`src/design/usbeq_pkg.sv`:
```
// shared constants and types for the usb receiver gain control registers
`default_nettype none

package usbeq_pkg;

    // register offsets and reset value
    localparam logic [7:0] REG_DOWN_EQ   = 8'h20;
    localparam logic [7:0] REG_UP_EQ     = 8'h21;
    localparam logic [7:0] REG_LINK_CTRL = 8'h22;
    localparam logic [7:0] REG_RESET     = 8'h00;

    // field positions inside the link control register
    localparam int COMPLIANCE_MODE_ACTIVE_BIT  = 7;
    localparam int LFPS_APPLY_BIT = 6;
    localparam int DEBOUNCE_BIT   = 5;
    localparam int DETECT_OFF_BIT = 4;
    localparam int PERIOD_LO_BIT  = 2;
    localparam int COMPL_LO_BIT   = 0;

    // timing
    localparam int CLK_PERIOD_NS = 10;
    localparam int US_NS         = 1000;
    localparam int US_CYCLES     = (US_NS + CLK_PERIOD_NS - 1) / CLK_PERIOD_NS;
    localparam int DEBOUNCE_US   = 200;
    localparam int US_PER_MS     = 1000;
    localparam int DET_MS_0      = 8;
    localparam int DET_MS_1      = 12;
    localparam int DET_MS_2      = 48;
    localparam int DET_MS_3      = 96;

    // default target address on the serial port
    localparam logic [6:0] I2C_ADDR_DEFAULT = 7'h12;

    typedef enum logic [1:0] {
        USBEQ_CM_AUTO = 2'h0,
        USBEQ_CM_DOWN = 2'h1,
        USBEQ_CM_UP   = 2'h2,
        USBEQ_CM_OFF  = 2'h3
    } usbeq_compl_type;

    // serial target states, gray along the usual path
    typedef enum logic [3:0] {
        USBEQ_IDLE = 4'h0,
        USBEQ_ADDR = 4'h1,
        USBEQ_AACK = 4'h3,
        USBEQ_PTR  = 4'h2,
        USBEQ_PACK = 4'h6,
        USBEQ_WR   = 4'h7,
        USBEQ_WACK = 4'h5,
        USBEQ_RD   = 4'h4,
        USBEQ_RACK = 4'hc
    } usbeq_i2c_state_type;

    // two strap pins pick one of four gain steps
    function automatic logic [3:0] usbeq_strap_gain(input logic [1:0] strap);
        unique case (strap)
            2'h0: usbeq_strap_gain = 4'h0;
            2'h1: usbeq_strap_gain = 4'h4;
            2'h2: usbeq_strap_gain = 4'h8;
            2'h3: usbeq_strap_gain = 4'hc;
        endcase
    endfunction : usbeq_strap_gain

endpackage : usbeq_pkg

`default_nettype wire

```
`src/design/usbeq_i2c_target.sv`:
```
// serial register port: two-wire target with pointer, auto increment
`default_nettype none

module usbeq_i2c_target
    import usbeq_pkg::*;
#(
    parameter logic [6:0] DEV_ADDR = I2C_ADDR_DEFAULT
) (
    // clock and reset
    input  wire logic       clk_sys,
    input  wire logic       rst,
    // bus pins
    input  wire logic       sclIn,
    input  wire logic       sdaIn,
    output logic            sdaOut,
    output logic            sdaOe,
    // register side
    output logic            wrStb,
    output logic [7:0]      regAddr,
    output logic [7:0]      wrData,
    input  wire logic [7:0] rdData
);

    typedef struct packed {
        logic [2:0]          scl;
        logic [2:0]          sda;
        usbeq_i2c_state_type st;
        logic [2:0]          bitCnt;
        logic [7:0]          shift;
        logic                ackPhase;
        logic [7:0]          ptr;
        logic                oe;
        logic                stb;
        logic [7:0]          data;
    } usbeq_i2c_type;

    usbeq_i2c_type q, d;
    logic          rise, fall, start, stop;
    logic [7:0]    inByte;

    // stage 0 feeds stage 1 only; edges come from stages 1 and 2
    assign rise   = q.scl[1] & ~q.scl[2];
    assign fall   = ~q.scl[1] & q.scl[2];
    assign start  = q.scl[1] & q.sda[2] & ~q.sda[1];
    assign stop   = q.scl[1] & ~q.sda[2] & q.sda[1];
    assign inByte = {q.shift[6:0], q.sda[1]};

    always_comb begin
        d        = q;
        d.scl    = {q.scl[1:0], sclIn};
        d.sda    = {q.sda[1:0], sdaIn};
        d.stb    = 1'b0;
        if (stop) begin
            d.st = USBEQ_IDLE;
            d.oe = 1'b0;
        end else if (start) begin
            d.st       = USBEQ_ADDR;
            d.bitCnt   = 3'h0;
            d.ackPhase = 1'b0;
            d.oe       = 1'b0;
        end else begin
            unique case (q.st)
                USBEQ_IDLE: begin
                    d.oe = 1'b0;
                end
                USBEQ_ADDR, USBEQ_PTR, USBEQ_WR: begin
                    if (rise) begin
                        d.shift  = inByte;
                        d.bitCnt = q.bitCnt + 3'h1;
                        if (q.bitCnt == 3'h7) begin
                            if (q.st == USBEQ_ADDR) begin
                                d.st = (inByte[7:1] == DEV_ADDR)
                                       ? USBEQ_AACK : USBEQ_IDLE;
                            end else if (q.st == USBEQ_PTR) begin
                                d.ptr = inByte;
                                d.st  = USBEQ_PACK;
                            end else begin
                                d.stb  = 1'b1;
                                d.data = inByte;
                                d.st   = USBEQ_WACK;
                            end
                        end
                    end
                end
                USBEQ_AACK, USBEQ_PACK, USBEQ_WACK: begin
                    if (fall && !q.ackPhase) begin
                        d.oe       = 1'b1;
                        d.ackPhase = 1'b1;
                    end else if (fall) begin
                        d.oe       = 1'b0;
                        d.ackPhase = 1'b0;
                        d.bitCnt   = 3'h0;
                        if (q.st == USBEQ_AACK && q.shift[0]) begin
                            d.st    = USBEQ_RD;
                            d.oe    = ~rdData[7];
                            d.shift = {rdData[6:0], 1'b0};
                        end else if (q.st == USBEQ_AACK) begin
                            d.st = USBEQ_PTR;
                        end else begin
                            if (q.st == USBEQ_WACK) begin
                                d.ptr = q.ptr + 8'h01;
                            end
                            d.st = USBEQ_WR;
                        end
                    end
                end
                USBEQ_RD: begin
                    if (fall && q.bitCnt == 3'h7) begin
                        d.oe       = 1'b0;
                        d.ackPhase = 1'b0;
                        d.st       = USBEQ_RACK;
                    end else if (fall) begin
                        d.oe     = ~q.shift[7];
                        d.shift  = {q.shift[6:0], 1'b0};
                        d.bitCnt = q.bitCnt + 3'h1;
                    end
                end
                USBEQ_RACK: begin
                    if (rise && q.sda[1]) begin
                        d.st = USBEQ_IDLE;
                    end else if (rise) begin
                        d.ptr      = q.ptr + 8'h01;
                        d.ackPhase = 1'b1;
                    end else if (fall && q.ackPhase) begin
                        d.ackPhase = 1'b0;
                        d.bitCnt   = 3'h0;
                        d.st       = USBEQ_RD;
                        d.oe       = ~rdData[7];
                        d.shift    = {rdData[6:0], 1'b0};
                    end
                end
                default: begin
                    d.st = USBEQ_IDLE;
                    d.oe = 1'b0;
                end
            endcase
        end
    end

    always_ff @(posedge clk_sys) begin
        if (rst) begin
            q       <= '0;
            q.scl   <= 3'h7;
            q.sda   <= 3'h7;
            q.st    <= USBEQ_IDLE;
        end else begin
            q <= d;
        end
    end

    // open drain: only ever pulls low
    assign sdaOut  = 1'b0;
    assign sdaOe   = q.oe;
    assign wrStb   = q.stb;
    assign regAddr = q.ptr;
    assign wrData  = q.data;
endmodule : usbeq_i2c_target

`default_nettype wire

```
`src/design/usbeq_ctrl_regs.sv`:
```
// usb receiver gain, low power and compliance control registers
`default_nettype none

module usbeq_ctrl_regs
    import usbeq_pkg::*;
#(
    parameter logic [6:0] DEV_ADDR   = I2C_ADDR_DEFAULT,
    parameter int         TICK_COUNT = US_CYCLES
) (
    // clock and reset
    input  wire logic       clk_sys,
    input  wire logic       rst,
    // serial register port
    input  wire logic       sclIn,
    input  wire logic       sdaIn,
    output logic            sdaOut,
    output logic            sdaOe,
    // strap and override pins
    input  wire logic [1:0] downstreamGainStraps,
    input  wire logic [1:0] upstreamGainStraps,
    input  wire logic       gainSoftwareOverride,
    // link status
    input  wire logic       lowFreqSignalRx,
    input  wire logic       lowPowerState,
    input  wire logic       complianceFsmEntry,
    // receiver gains
    output logic [3:0]      rxAGainSelect,
    output logic [3:0]      rxBGainSelect,
    output logic [3:0]      upstreamRxGainSelect,
    // link control
    output logic            lowPowerExitGrant,
    output logic            rxDetectStrobe,
    output logic            complianceDownstream,
    output logic            complianceUpstream,
    output logic            complianceModeActive
);

    // the tick divider is seven bits wide, so larger counts cannot be served
    if (TICK_COUNT < 1 || TICK_COUNT > 127) begin : g_bad_tick
        $error("TICK_COUNT out of range");
    end

    localparam logic [6:0]  TICK_LAST = 7'(TICK_COUNT - 1);
    localparam logic [7:0]  DEB_TICKS = 8'(DEBOUNCE_US);
    localparam logic [16:0] DET_US_0  = 17'(DET_MS_0 * US_PER_MS);
    localparam logic [16:0] DET_US_1  = 17'(DET_MS_1 * US_PER_MS);
    localparam logic [16:0] DET_US_2  = 17'(DET_MS_2 * US_PER_MS);
    localparam logic [16:0] DET_US_3  = 17'(DET_MS_3 * US_PER_MS);

    typedef struct packed {
        logic [7:0]  s1;
        logic [7:0]  s2;
        logic [7:0]  downEq;
        logic [3:0]  upEq;
        logic [6:0]  ctrl;
        logic [6:0]  tickCnt;
        logic        tick;
        logic [7:0]  debCnt;
        logic [16:0] detCnt;
        logic [3:0]  gainA;
        logic [3:0]  gainB;
        logic [3:0]  gainUp;
        logic        exitGrant;
        logic        detStrobe;
        logic        cmDown;
        logic        cmUp;
        logic        cmActive;
    } usbeq_regs_type;

    usbeq_regs_type  q, d;
    logic            wrStb;
    logic [7:0]      regAddr, wrData, rdData;
    logic [1:0]      dsStrap, usStrap;
    logic            override, lfps, lowPower, fsmCm;
    logic            lfpsZero, detectOff;
    logic [16:0]     detLimit;
    usbeq_compl_type complSel;

    usbeq_i2c_target #(
        .DEV_ADDR (DEV_ADDR)
    ) u_port (
        .clk_sys (clk_sys),
        .rst     (rst),
        .sclIn   (sclIn),
        .sdaIn   (sdaIn),
        .sdaOut  (sdaOut),
        .sdaOe   (sdaOe),
        .wrStb   (wrStb),
        .regAddr (regAddr),
        .wrData  (wrData),
        .rdData  (rdData)
    );

    // pins are asynchronous: only the second stage is used
    assign {fsmCm, lowPower, lfps, override, usStrap, dsStrap} = q.s2;
    assign complSel  = usbeq_compl_type'(q.ctrl[COMPL_LO_BIT +: 2]);
    assign detectOff = q.ctrl[DETECT_OFF_BIT];
    assign lfpsZero  = lfps & ~q.ctrl[LFPS_APPLY_BIT];

    always_comb begin
        unique case (q.ctrl[PERIOD_LO_BIT +: 2])
            2'h0: detLimit = DET_US_0;
            2'h1: detLimit = DET_US_1;
            2'h2: detLimit = DET_US_2;
            2'h3: detLimit = DET_US_3;
        endcase
    end

    // read mux; unmapped pointers read zero
    always_comb begin
        unique case (regAddr)
            REG_DOWN_EQ:   rdData = q.downEq;
            REG_UP_EQ:     rdData = {4'h0, q.upEq};
            REG_LINK_CTRL: rdData = {q.cmActive, q.ctrl};
            default:       rdData = 8'h00;
        endcase
    end

    always_comb begin
        d      = q;
        d.s1   = {complianceFsmEntry, lowPowerState, lowFreqSignalRx,
                  gainSoftwareOverride, upstreamGainStraps, downstreamGainStraps};
        d.s2   = q.s1;
        // gain fields follow the straps until software takes over
        if (!override) begin
            d.downEq = {usbeq_strap_gain(dsStrap), usbeq_strap_gain(dsStrap)};
            d.upEq   = usbeq_strap_gain(usStrap);
        end else if (wrStb && regAddr == REG_DOWN_EQ) begin
            d.downEq = wrData;
        end else if (wrStb && regAddr == REG_UP_EQ) begin
            d.upEq = wrData[3:0];
        end
        if (wrStb && regAddr == REG_LINK_CTRL) begin
            d.ctrl = wrData[6:0];
        end
        // one microsecond tick keeps the long counters narrow
        d.tick    = (q.tickCnt == TICK_LAST);
        d.tickCnt = d.tick ? 7'h00 : q.tickCnt + 7'h01;
        // per-receiver gains, each four bits wide
        d.gainA  = lfpsZero ? 4'h0 : q.downEq[3:0];
        d.gainB  = lfpsZero ? 4'h0 : q.downEq[7:4];
        d.gainUp = lfpsZero ? 4'h0 : q.upEq;
        // debounce restarts whenever the signal drops
        if (!(lfps && lowPower)) begin
            d.debCnt = 8'h00;
        end else if (q.tick && q.debCnt < DEB_TICKS) begin
            d.debCnt = q.debCnt + 8'h01;
        end
        d.exitGrant = lowPower & lfps &
                      (~q.ctrl[DEBOUNCE_BIT] | (q.debCnt >= DEB_TICKS));
        // detection counter is held at zero in low power when switched off there
        d.detStrobe = 1'b0;
        if (lowPower && detectOff) begin
            d.detCnt = 17'h00000;
        end else if (q.tick) begin
            if (q.detCnt >= detLimit - 17'h00001) begin
                d.detCnt    = 17'h00000;
                d.detStrobe = 1'b1;
            end else begin
                d.detCnt = q.detCnt + 17'h00001;
            end
        end
        unique case (complSel)
            USBEQ_CM_AUTO: begin
                d.cmDown = 1'b0;
                d.cmUp   = 1'b0;
            end
            USBEQ_CM_DOWN: begin
                d.cmDown = 1'b1;
                d.cmUp   = 1'b0;
            end
            USBEQ_CM_UP: begin
                d.cmDown = 1'b0;
                d.cmUp   = 1'b1;
            end
            USBEQ_CM_OFF: begin
                d.cmDown = 1'b0;
                d.cmUp   = 1'b0;
            end
        endcase
        d.cmActive = (complSel == USBEQ_CM_DOWN) | (complSel == USBEQ_CM_UP) |
                     ((complSel == USBEQ_CM_AUTO) & fsmCm);
    end

    always_ff @(posedge clk_sys) begin
        if (rst) begin
            q <= '0;
        end else begin
            q <= d;
        end
    end

    assign rxAGainSelect        = q.gainA;
    assign rxBGainSelect        = q.gainB;
    assign upstreamRxGainSelect = q.gainUp;
    assign lowPowerExitGrant    = q.exitGrant;
    assign rxDetectStrobe       = q.detStrobe;
    assign complianceDownstream = q.cmDown;
    assign complianceUpstream   = q.cmUp;
    assign complianceModeActive = q.cmActive;
endmodule : usbeq_ctrl_regs

`default_nettype wire

```
`config.mk`:
```
export PLATFORM = sky130hd
export DESIGN_NAME = usbeq_ctrl_regs
export DESIGN_NICKNAME = d
export VERILOG_FILES = /design/src/design/usbeq_pkg.sv /design/src/design/usbeq_i2c_target.sv /design/src/design/usbeq_ctrl_regs.sv
export SDC_FILE = /design/constraint.sdc
export NUM_CORES = 1
export LEC_CHECK = 0
export ABC_AREA = 0
export BUFFER_PORTS_ARGS = -buffer_cell sky130_fd_sc_hd__buf_2
export CELL_PAD_IN_SITES_DETAIL_PLACEMENT = 0
export CELL_PAD_IN_SITES_GLOBAL_PLACEMENT = 1
export CORE_ASPECT_RATIO = 1.2
export CORE_UTILIZATION = 32
export DETAILED_ROUTE_END_ITERATION = 8
export GPL_TIMING_DRIVEN = 0
export PLACE_DENSITY = 0.54
export SLEW_MARGIN = 15
export SYNTH_ARGS = -nofsm -noshare
export SYNTH_HDL_FRONTEND = slang
export SYNTH_HIERARCHICAL = 1
export SYNTH_SLANG_ARGS = --single-unit
```
`constraint.sdc`:
```
create_clock -name clk_sys -period 4.6 [get_ports clk_sys]
set_input_delay 0.92 -clock clk_sys [delete_from_list [all_inputs] [get_ports clk_sys]]
set_output_delay 0.92 -clock clk_sys [all_outputs]
set_load 0.01 [all_outputs]
```
# == Word-level counts from Yosys, hierarchy flattened ==
# Index checks and enable logic that the tools add are counted.
# totals
in_bits,12
elab_cells,230
out_inout_bits,19
reg_bits,125
# op_classes
mux,60
eq_ne,61
reduce_logical,41
addsub,6
n_lt_le_gt_ge,3
bitwise,31
# ops
cell,count
$mux 8,11
$mux 15,5
$mux 25,3
$pmux 17 s4,1
$mux 16,3
$pmux 8 s3,2
$pmux 11 s4,1
$mux 4,8
$pmux 4 s4,2
$eq 8x6->1 const B,3
$mux 11,2
$mux 21,1
$ne 2x1->1 const B,10
$pmux 4 s5,1
$not 1->1,18
$add 17x1->17 const B,1
$ge 17x17->1,1
$mux 17,1
$sub 17x1->17 const B,1
$add 8x1->8 const B,2
$eq 2x2->1 const B,8
$eq 4x3->1 const B,4
$ne 4x1->1 const B,4
$reduce_and 8->1,2
other kinds (44),107

# == Longest topological paths before layout ==
# Gate-level depths: netlist of the first run.
# depth
ltp_word,12
depth_mapped,11
ltp_nobuf,10

# == Hierarchy ==
# Netlist of the first run, hierarchy kept.
# by_module_without_submodules
module,cells_per_inst,seq_area_each_um2,instances,area_each_um2
usbeq_ctrl_regs,393,1701.6,1,3759.9
usbeq_i2c_target,311,800.8,1,2680.1

# == Least setup slack after synthesis of the first run ==
# Ideal clock, no wire load.
# synth_path
path_kind,register -> register
start,register q[52] (netlist bit)
end,register q[24] (netlist bit)
n_path_buf,1
t_arrival_ps,2276
setup_time_ps,64
synth_period_minus_slack_ps,2340
stages_incl_launch_ff,10
slack_ps,2260
t_required_ps,4536
path_cell_list,dfxtp_1 -> inv_1 -> ha_1 -> ha_1 -> a21o_1 -> a21o_1 -> a2111oi_2 -> o211ai_1 -> buf_2 -> nor2_1
# synth_via
elab_chain_len,5
word_cells_on_any_way,8
cone_classes,1 x add/sub; 1 x order compare; 3 x eq/ne; 2 x mux; 1 x reduce/logical
# synth_rtl
item,line,text
"start, declared",usbeq_ctrl_regs.sv:70,"usbeq_regs_type q, d;"
"start signal, assigned",usbeq_ctrl_regs.sv:187,q <= '0;
"start signal, assigned",usbeq_ctrl_regs.sv:189,q <= d;
$eq 2x2->1 (tied with other cells),usbeq_ctrl_regs.sv:101,unique case (q.ctrl[PERIOD_LO_BIT +: 2])
$pmux 17 s4 (*),usbeq_ctrl_regs.sv:101,
$sub 17x1->17 (*),usbeq_ctrl_regs.sv:156,if (q.detCnt >= detLimit - 17'h00001) begin
$ge 17x17->1 (*),usbeq_ctrl_regs.sv:156,
$mux 17 (*),usbeq_ctrl_regs.sv:156,
# Every way passes the cells marked *; elsewhere a longest branch is shown, timed or not. The select of a mux whose other input is x is not followed.
# A chain may end at the register's enable or synchronous reset.

# == Final worst setup path of the first run ==
# layout_path
start,register q[52] (netlist bit)
end,register q[29] (netlist bit)
# Same word-level chain as after synthesis.

==> metrics.md, run 1 <==
| Metric | Value |
|---|---|
| CP max stage delay | `0.55 ns` |
| Final Hold Vio Count | `0` |
| Total track usage | `0.1661` |
| Clock network latency to the later pin of the worst-skew pair | `0.43 ns` |
| Core Box Area | `between 15000 and 20000 um^2` |
| Crit. End Element | `flip-flop` |
| Starting density of the core | `0.3283` |
| Initial antenna violation count | `0` |
| Post-synth EDFFs | `0` |
| Relative slew slack | `0.4087` |
| CP cell instances | `ha_1, inv_1, ha_1, nand2_1, o21ai_0, o21ai_0, o211ai_1, buf_2, nor2_1` |
| Clk slew on worst S/H paths | `0.06 ns` |
| Die width | `131.5 um` |
| Vias in the first global route | `5118` |
| Post-synthesis compound-gate area fraction | `0.1391` |
| Remaining DRCs | `0` |
| Post-synthesis average cell area | `approximately 9.1 um^2` |
| Setup Viol. Count Final | `0` |
| Via count | `5169` |
| Leak | `between 3 and 4 nW` |
| Non-Filler Instances | `~1000` |
| Layout Utilization | `0.3841` |
| Slowest CP cell | `o211ai_1` |
| CP Data Arrival Time | `3.15 ns` |
| WS Path Type | `flip-flop to flip-flop` |
| Maximum buffer depth of the clock tree | `2` |
| Final Skew | `just under 0.01 ns` |
| Top-area cell type share of the netlist area | `0.3886` |
| Number of I/O pins | `31` |
| Critical path buffers and inverters | `2` |
| Post-place setup slack | `~1.7 ns` |
| Area of the mapped netlist | `6440 um^2` |
| Placed inst area | `6912 um^2` |
| Wirelength per Cell | `15.76 um` |
| HP Class | `flip-flop to flip-flop` |
| Worst reg2reg setup slack | `1.77 ns` |
| Crit-path max FO | `10` |
| Clk root buf | `clkbuf_16` |
| Adder-cell share of the synthesized area | `0.05421` |
| Largest net degree at the start of global routing | `17` |
| Largest vdd supply drop | `roughly 0.29 mV` |
| CTS buffer count | `17` |
| Min Hold Slack | `0.4125 ns` |
| Commonest non-fill, non-tap cells in the layout | `125 x dfxtp_1, 86 x nor2_1, 48 x mux2i_1` |
| Total of max-cap violations | `0` |
| Worst Hold Launch | `u_port/d[38]` |
| Req. time, crit path | `4.91 ns` |
| Top post-synthesis cells by area | `dfxtp_1 39%, mux2i_1 7.5%, ha_1 5.2%` |
| Final setup margin | `approximately 1.8 ns` |
| Fillcell total | `2061` |
| # rows | `56` |
| Area grow syn2layout | `17.00%` |
| CTS sink count | `125` |
| Synth Area in Simple Gates | `0.2246` |
| Design Power | `3.177 mW` |
| Post-synthesis register bit count | `125` |
| PortBufs | `29` |
| Placed cells | `994` |
| CTS tree | `done` |
| Post-CTS resize count | `0` |
| Ys flop type | `dfxtp_1` |
| Pre-Repair DR Iteration Count | `4` |
| Post-route ant nets | `0` |
| Crit share post-route | `0.6162` |
| Peak Freq | `352.8 MHz` |
| Setup repair bufs after CTS | `0` |
| Post-synthesis cell type count | `75` |
| H-Tree Depth | `4` |
| RSZ-0062 raised after global routing | `no` |
| Status | `finished, final reports clean` |
| FF+latch area | `2502 um^2` |
| Pwr Density | `421.6 nW/um^2` |
| Final Slew Violations | `0` |
| Share of cells above drive strength 1 | `0.1895` |
| Sequential area share after synthesis | `0.3886` |
| Final nets | `roughly 790` |
| Critical Path Source | `q[52]` |
| Initial DRC count | `238` |
| Post-Synthesis Cells | `just over 700` |
| Worst Tran Pin Value | `0.8821 ns` |
| Mux contribution to synthesized area | `0.07636` |
| Top cell type by total area after synthesis | `dfxtp_1` |
| Number of hold buffers added after CTS | `0` |
| Post-synth net total | `743` |
| Asr flop ratio synth | `0` |
| Diode count | `0` |
| Gpl congestion | `0.9037` |
| Post-Route WL | `16170 um` |
| Multi-input gate area | `3450 um^2` |
| Reg2reg start | `q[52]` |
| Die area | `20700 um^2` |
| Yosys warns | `6` |
| Most common cell after layout, fill and taps aside | `dfxtp_1` |
| Die Ht | `157.4 um` |
| Crit-path leading delay family | `compound AO/OA/AOI/OAI gates` |
| Post-layout min period | `2.835 ns` |
| First-pass GRT wire length | `approximately 27000 um` |
| Critical Path Start Type | `flip-flop` |
| DR vias/cell | `around 5.0` |
| Hpwl dp | `12050 um` |
| Main combinational cell family by area after synthesis | `simple AND/OR/NAND/NOR gates` |
| Total gr overflow | `0` |
| Post-layout instance area | `7535 um^2` |
| XOR/XNOR Fraction of Synth Area | `0.04080` |
| Sum of negative setup slack | `0 ns` |
## worst register-to-register path, cell delays in order, from the launching register on
cell	delay, ns
dfxtp_1	0.51
ha_1	0.21
inv_1	0.06
ha_1	0.31
nand2_1	0.05
o21ai_0	0.43
o21ai_0	0.18
o211ai_1	0.55
buf_2	0.34
nor2_1	0.08
## synthesized netlist by cell type (all sizes together) (14+ instances only)
| cell type | number |
|---|---|
| a21oi | 44 |
| nor2 | 88 |
| mux2i | 48 |
| and2 | 17 |
| o21ai | 14 |
| buf | 48 |
| nor2b | 24 |
| xor2 | 21 |
| ha | 27 |
| dfxtp | 125 |
| nand3 | 17 |
| nor3 | 17 |
| nand2 | 36 |
| inv | 19 |
| clkbuf | 14 |
## layer usage
layer	GRT usage	wire length, um
met1	0.1926	7138
met4	0.08250	408
met2	0.2928	8132
met5	0	0
met3	0.03188	492
## sequential cells by signal, summed over array words and instances (netlist names), 4 cells and up
register and count:
u_port/q 11, u_port/wrData 8, u_port/inByte 7, d 8
u_port/regAddr 8, u_port/d 4, rxAGainSelect 4, rxBGainSelect 4
q 51, upstreamRxGainSelect 4
## path summary, 6_finish.rpt
path / to / depth (start not counted)
hold / removal: u_port/d[39] / 1
setup / recovery: q[29] / 9
hold reg to reg: u_port/d[39] / 1
setup reg to reg: q[29] / 9
## cell families (layout without fill, tap and decap cells)
group / Yosys count / in the layout
mux: 49 / 49
xor+xnor: 30 / 30
compound gates: 124 / 124
fa+ha+maj: 28 / 28
other cells: 1 / 1
simple gates: 266 / 266
flops: 125 / 125
buf+inv: 81 / 142
## area by class of cell
cell class	instances	share of cell area
Multi-Input combinational cell	498	0.4578
Sequential cell	125	0.3321
Clock buffer	17	0.05646
Buffer	62	0.05530
Tap cell	261	0.04334
Clock inverter	15	0.02624
Timing Repair Buffer	29	0.01926
Inverter	19	0.009465
## power breakdown
group	internal, mW	switching (mW)	total [mW]	leakage, nW
Combinational	0.241	0.317	0.558	1.71
Sequential	1.14	0.0582	1.20	1.02
Clock	0.831	0.591	1.42	0.303
Total	2.21	0.967	3.18	3.03
Note: power is estimated with default switching activity, not from simulation.
==> inputs of run 2 (changes only) <==
--- a/config.mk
+++ b/config.mk
@@ -13,7 +13,7 @@
 export CORE_UTILIZATION = 32
 export DETAILED_ROUTE_END_ITERATION = 8
 export GPL_TIMING_DRIVEN = 0
-export PLACE_DENSITY = 0.54
+export PLACE_DENSITY = 0.56
 export SLEW_MARGIN = 15
 export SYNTH_ARGS = -nofsm -noshare
 export SYNTH_HDL_FRONTEND = slang
==> constraint.sdc (replaced) <==
create_clock -name clk_sys -period 2.3 [get_ports clk_sys]
set_input_delay 0.46 -clock clk_sys [delete_from_list [all_inputs] [get_ports clk_sys]]
set_output_delay 0.46 -clock clk_sys [all_outputs]
set_load 0.01 [all_outputs]
==> run 2 against run 1 <==
  * The run now ends with negative setup slack left
  * Clock skew is essentially flat
  * Sequential share of layout area shrank 1.1 points
  * Total power grew 100%
  * Largest cell class unchanged
  * Largest power group unchanged
==> metrics.md, run 2 (synthesis results as in run 1) <==
| Metric | Value |
|---|---|
| CTS sink count | `about 130` |
| Initial antenna violation count | `0` |
| Largest net degree at the start of global routing | `17` |
| Pre-Repair DR Iteration Count | `4` |
| Total of max-cap violations | `0` |
| Peak Freq | `about 430 MHz` |
| Post-route ant nets | `0` |
| Clk root buf | `clkbuf_16` |
| Core Box Area | `19620 um^2` |
| Most flop-heavy register | `q` |
| Hpwl dp | `11830 um` |
| Final setup margin | `-0.03669 ns` |
| Worst Tran Pin Value | `0.7467 ns` |
| HP Class | `input port to flip-flop` |
| PortBufs | `29` |
| Crit-path leading delay family | `compound AO/OA/AOI/OAI gates` |
| Crit. End Element | `flip-flop` |
| Area grow syn2layout | `21.39%` |
| CTS tree | `done` |
| Die width | `131.5 um` |
| Commonest non-fill, non-tap cells in the layout | `123 x dfxtp_1, 77 x nor2_1, 48 x mux2i_1` |
| Clk slew on worst S/H paths | `0.06 ns` |
| First-pass GRT wire length | `26560 um` |
| Slowest CP cell | `dfxtp_4` |
| Final Skew | `0.009170 ns` |
| Status | `finished with violations` |
| WS Path Type | `flip-flop to flip-flop` |
| Final nets | `800` |
| Die Ht | `between 150 and 200 um` |
| R2R depth | `11` |
| Post-layout min period | `2.337 ns` |
| RSZ-0062 raised after global routing | `yes` |
| Die area | `a little over 20000 um^2` |
| CP cell instances | `inv_4, ha_4, nor3_4, ha_2, nand3_2, a211o_1, a311o_1, o211ai_1, buf_4, buf_6, nor2_1` |
| Non-Filler Instances | `1035` |
| FF-to-FF End | `q[20]` |
| CP Data Arrival Time | `~2.7 ns` |
| Largest registers | `q (51), u_port/q (11)` |
| Number of cells on the critical path | `11` |
| Wirelength per Cell | `15.57 um` |
| Starting density of the core | `0.3283` |
| Clock network latency to the later pin of the worst-skew pair | `0.42 ns` |
| Maximum buffer depth of the clock tree | `2` |
| Setup Viol. Count Final | `16` |
| Reg2reg start | `q[53]` |
| Leak | `3.103 nW` |
| Critical Path End | `q[20]` |
| Pwr Density | `roughly 800 nW/um^2` |
| H-Tree Depth | `4` |
| Critical path buffers and inverters | `3` |
| Final Hold Vio Count | `0` |
| Most common cell after layout, fill and taps aside | `dfxtp_1` |
| Total gr overflow | `0` |
| Crit share post-route | `1.016` |
| Largest vdd supply drop | `approximately 0.56 mV` |
| CP max stage delay | `0.37 ns` |
| DR vias/cell | `4.964` |
| Total track usage | `0.1637` |
| Share of cells above drive strength 1 | `0.2429` |
| Relative slew slack | `0.4985` |
| Worst reg2reg setup slack | `-0.04 ns` |
| Placed cells | `between 900 and 1000` |
| CTS buffer count | `17` |
| Failing checks | `negative setup slack` |
| Diode count | `0` |
| Remaining DRCs | `0` |
| Min Hold Slack | `around 0.22 ns` |
| Final Slew Violations | `0` |
| Vias in the first global route | `5108` |
| Gpl congestion | `just over 0.8` |
| Crit-path max FO | `6` |
| # rows | `56` |
| Critical Path Start Type | `flip-flop` |
| Req. time, crit path | `2.61 ns` |
| Critical Path Source | `q[53]` |
| Post-Route WL | `16120 um` |
| Number of I/O pins | `31` |
| Initial DRC count | `219` |
| Via count | `5138` |
| Max reg flops | `51` |
## run 2: cell types whose count changed in the layout (fill, tap and decap cells not counted), moves of 3 or more
cell and change:
o311ai_1 +4, nor2_1 -9, ha_2 +3, nand2_2 +3, nor3_1 -3, nor2_2 +8, inv_1 -4, inv_6 -3
nand2_1 -3, buf_6 +3, ha_4 +4, ha_1 -7, o311ai_0 -4, buf_4 +8
## run 2: worst min path at each step
stage | startpoint | endpoint | slack [ns] | depth (start not counted)
global route | sdaIn | u_port/d[35] | 0.20 | 2
finish | sclIn | u_port/d[38] | 0.22 | 2
detailed placement | u_port/d[38] | u_port/d[39] | 0.40 | 1
global placement | u_port/d[35] | u_port/d[36] | 0.40 | 1
floorplan | u_port/d[35] | u_port/d[36] | 0.39 | 1
CTS | sclIn | u_port/d[38] | 0.20 | 2
## run 2: what timing repair did
action	4_1_cts	5_1_grt
gates resized for setup	18	38
endpoints found under the setup margin	25	42
pin swaps	3	11
buffers inserted	5	4
hold buffers	0	0
endpoints found under the hold margin	0	0
gates cloned	1	0
## run 2: power by group
group          internal [mW]  total (mW)  leakage (nW)  switching (mW)
sequential              2.27        2.38          1.02           0.107
clock                   1.66        2.82         0.300            1.16
combinational          0.516        1.18          1.79           0.662
## run 2: per-stage QoR
stage | util | total power, mW | instance area, um^2 | setup TNS (ns) | worst slack, ns
2_1_floorplan | - | 3.268 | 6444 | 0 | 0.06597
3_3_place_gp | 0.3525 | 3.531 | 6915 | -5.364 | -0.4115
3_5_place_dp | 0.3525 | 3.539 | 6915 | -6.388 | -0.4712
4_1_cts | 0.3899 | 6.408 | 7649 | -0.03200 | -0.009043
5_1_grt | 0.3985 | 6.678 | 7818 | -2.081 | -0.1465
6_report | 0.3985 | 6.378 | 7818 | -0.4194 | -0.03669
## run 2: layer usage
layer | GRT usage | wire length, um
met1 | 0.1899 | 7134
met2 | 0.2910 | 8174
met3 | 0.03156 | 395
met4 | 0.07530 | 414
met5 | 0 | 0
## run 2: area by class of cell
type                    instances  area [um^2]
repair buffers                 39        227.7
inverters                      19        80.08
clock buffers                  17        425.4
well taps                     261        326.6
multi-input cells             498         3630
plain buffers                  61        419.2
clock inverters                15        198.9
flip-flops and latches        125         2510
fillers                      2011        11800
==> inputs of run 3 (changes only) <==
==> constraint.sdc (replaced) <==
create_clock -name clk_sys -period 1.9 [get_ports clk_sys]
set_input_delay 0.38 -clock clk_sys [delete_from_list [all_inputs] [get_ports clk_sys]]
set_output_delay 0.38 -clock clk_sys [all_outputs]
set_load 0.01 [all_outputs]
==> run 3 against run 2 <==
  * The flow still finishes with violations (negative setup slack)
  * Routed wire length grew 8.3%
  * Global-route usage grew 0.66 points
  * Highest routed layer unchanged
  * Via count grew 6.6%
==> metrics.md, run 3 (synthesis results as in run 1) <==
| Metric | Value |
|---|---|
| Post-layout min period | `roughly 2.2 ns` |
| Post-Route WL | `17450 um` |
| CTS tree | `done` |
| Number of hold buffers added after CTS | `0` |
| Post-layout instance area | `between 8000 and 9000 um^2` |
| Most flop-heavy register | `q` |
| Setup Viol. Count Final | `40` |
| Initial DRC count | `219` |
| H-Tree Depth | `4` |
| Total of max-cap violations | `0` |
| Relative slew slack | `0.4374` |
| Design Power | `8.385 mW` |
| Remaining DRCs | `0` |
| Crit share post-route | `1.177` |
| Die Ht | `157.4 um` |
| Failing checks | `negative setup slack` |
| Initial antenna violation count | `0` |
| Status | `finished with violations` |
| Non-Filler Instances | `~1100` |
| Hpwl dp | `11780 um` |
| Peak Freq | `447.2 MHz` |
| Diode count | `0` |
| Largest net degree at the start of global routing | `17` |
| Final Skew | `0.01654 ns` |
| CP Data Arrival Time | `between 2 and 3 ns` |
| Placed inst area | `7010 um^2` |
| Die area | `roughly 21000 um^2` |
| Area grow syn2layout | `35.83%` |
| HP Class | `input port to flip-flop` |
| Min Hold Slack | `approximately 0.13 ns` |
| Crit-path max FO | `7` |
| Leak | `3.451 nW` |
| Die width | `between 100 and 150 um` |
| Post-route ant nets | `0` |
| Critical Path Start Type | `flip-flop` |
| Most common cell after layout, fill and taps aside | `dfxtp_1` |
| Starting density of the core | `0.3283` |
| Final Hold Vio Count | `0` |
| RSZ-0062 raised after global routing | `yes` |
| Largest vdd supply drop | `0.7238 mV` |
| Largest registers | `q (51), u_port/q (11)` |
| Maximum buffer depth of the clock tree | `2` |
| Via count | `between 5000 and 6000` |
| Final nets | `around 840` |
| Total track usage | `0.1704` |
| Share of cells above drive strength 1 | `0.3629` |
| Gpl congestion | `0.8444` |
| Total gr overflow | `0` |
| Placed cells | `994` |
| Pre-Repair DR Iteration Count | `5` |
| Post-place setup slack | `-0.7667 ns` |
| Clk slew on worst S/H paths | `roughly 0.070 ns` |
| Commonest non-fill, non-tap cells in the layout | `113 x dfxtp_1, 76 x nor2_1, 68 x buf_4` |
| First-pass GRT wire length | `between 20000 and 30000 um` |
| WS Path Type | `flip-flop to flip-flop` |
| Layout Utilization | `0.4459` |
| Clk root buf | `clkbuf_16` |
| CTS sink count | `125` |
| Req. time, crit path | `between 2 and 2.5 ns` |
| Max reg flops | `51` |
| Core Box Area | `19620 um^2` |
| # rows | `56` |
| Pwr Density | `between 900 and 1000 nW/um^2` |
| Clock network latency to the later pin of the worst-skew pair | `around 0.43 ns` |
| Final Slew Violations | `0` |
| Wirelength per Cell | `16.25 um` |
| Worst Tran Pin Value | `0.8439 ns` |
| CTS buffer count | `17` |
| Final setup margin | `-0.3360 ns` |
| Sum of negative setup slack | `-7.876 ns` |
| Number of I/O pins | `31` |
| Vias in the first global route | `5426` |
| PortBufs | `29` |
| Crit. End Element | `flip-flop` |
| DR vias/cell | `5.099` |
run 3: critical path, cell delays in order (launching register included):
cell,delay (ns)
dfxtp_4,0.41
inv_4,0.06
ha_4,0.24
nor3_4,0.15
ha_2,0.22
nand3_2,0.06
a211o_1,0.27
a311o_1,0.28
o211ai_1,0.10
buf_4,0.16
buf_6,0.12
nor2_1,0.05
run 3: layer usage:
layer / part of all wire / track usage / vias to the layer above
li1: - / - / 2668
met1: 0.42 / 0.1884 / 2639
met2: 0.52 / 0.3139 / 128
met3: 0.031 / 0.03092 / 41
met4: 0.030 / 0.08306 / 0
met5: 0 / 0 / -
run 3: path summary, 6_finish.rpt:
path                  end    startpoint  cells after the start  slack, ns
max                 q[21]         q[52]                     11      -0.34
min          u_port/d[35]         sdaIn                      2       0.13
max reg2reg         q[21]         q[52]                     11      -0.34
min reg2reg  u_port/d[36]  u_port/d[35]                      1       0.41
run 3: final cells by class:
cell class,instances,area (um^2)
inverter,19,80.08
clock buffer,17,425.4
clock inverter,15,195.2
multi-input combinational,499,4150
fill,1918,10870
sequential,125,2530
tap,261,326.6
buffer,56,410.4
timing repair buffer,82,629.4
run 3: power breakdown:
part           switching (mW)  leakage, nW  internal [mW]
combinational            1.06         2.12          0.958
sequential              0.173         1.02           2.76
clock                    1.42        0.307           2.01
total                    2.66         3.45           5.73
run 3: what timing repair did:
action / in CTS / in global routing
buffers inserted: 36 / 16
gates cloned: 3 / 1
pin swaps: 64 / 29
resized for setup: 107 / 61
setup endpoints to repair: 70 / 71
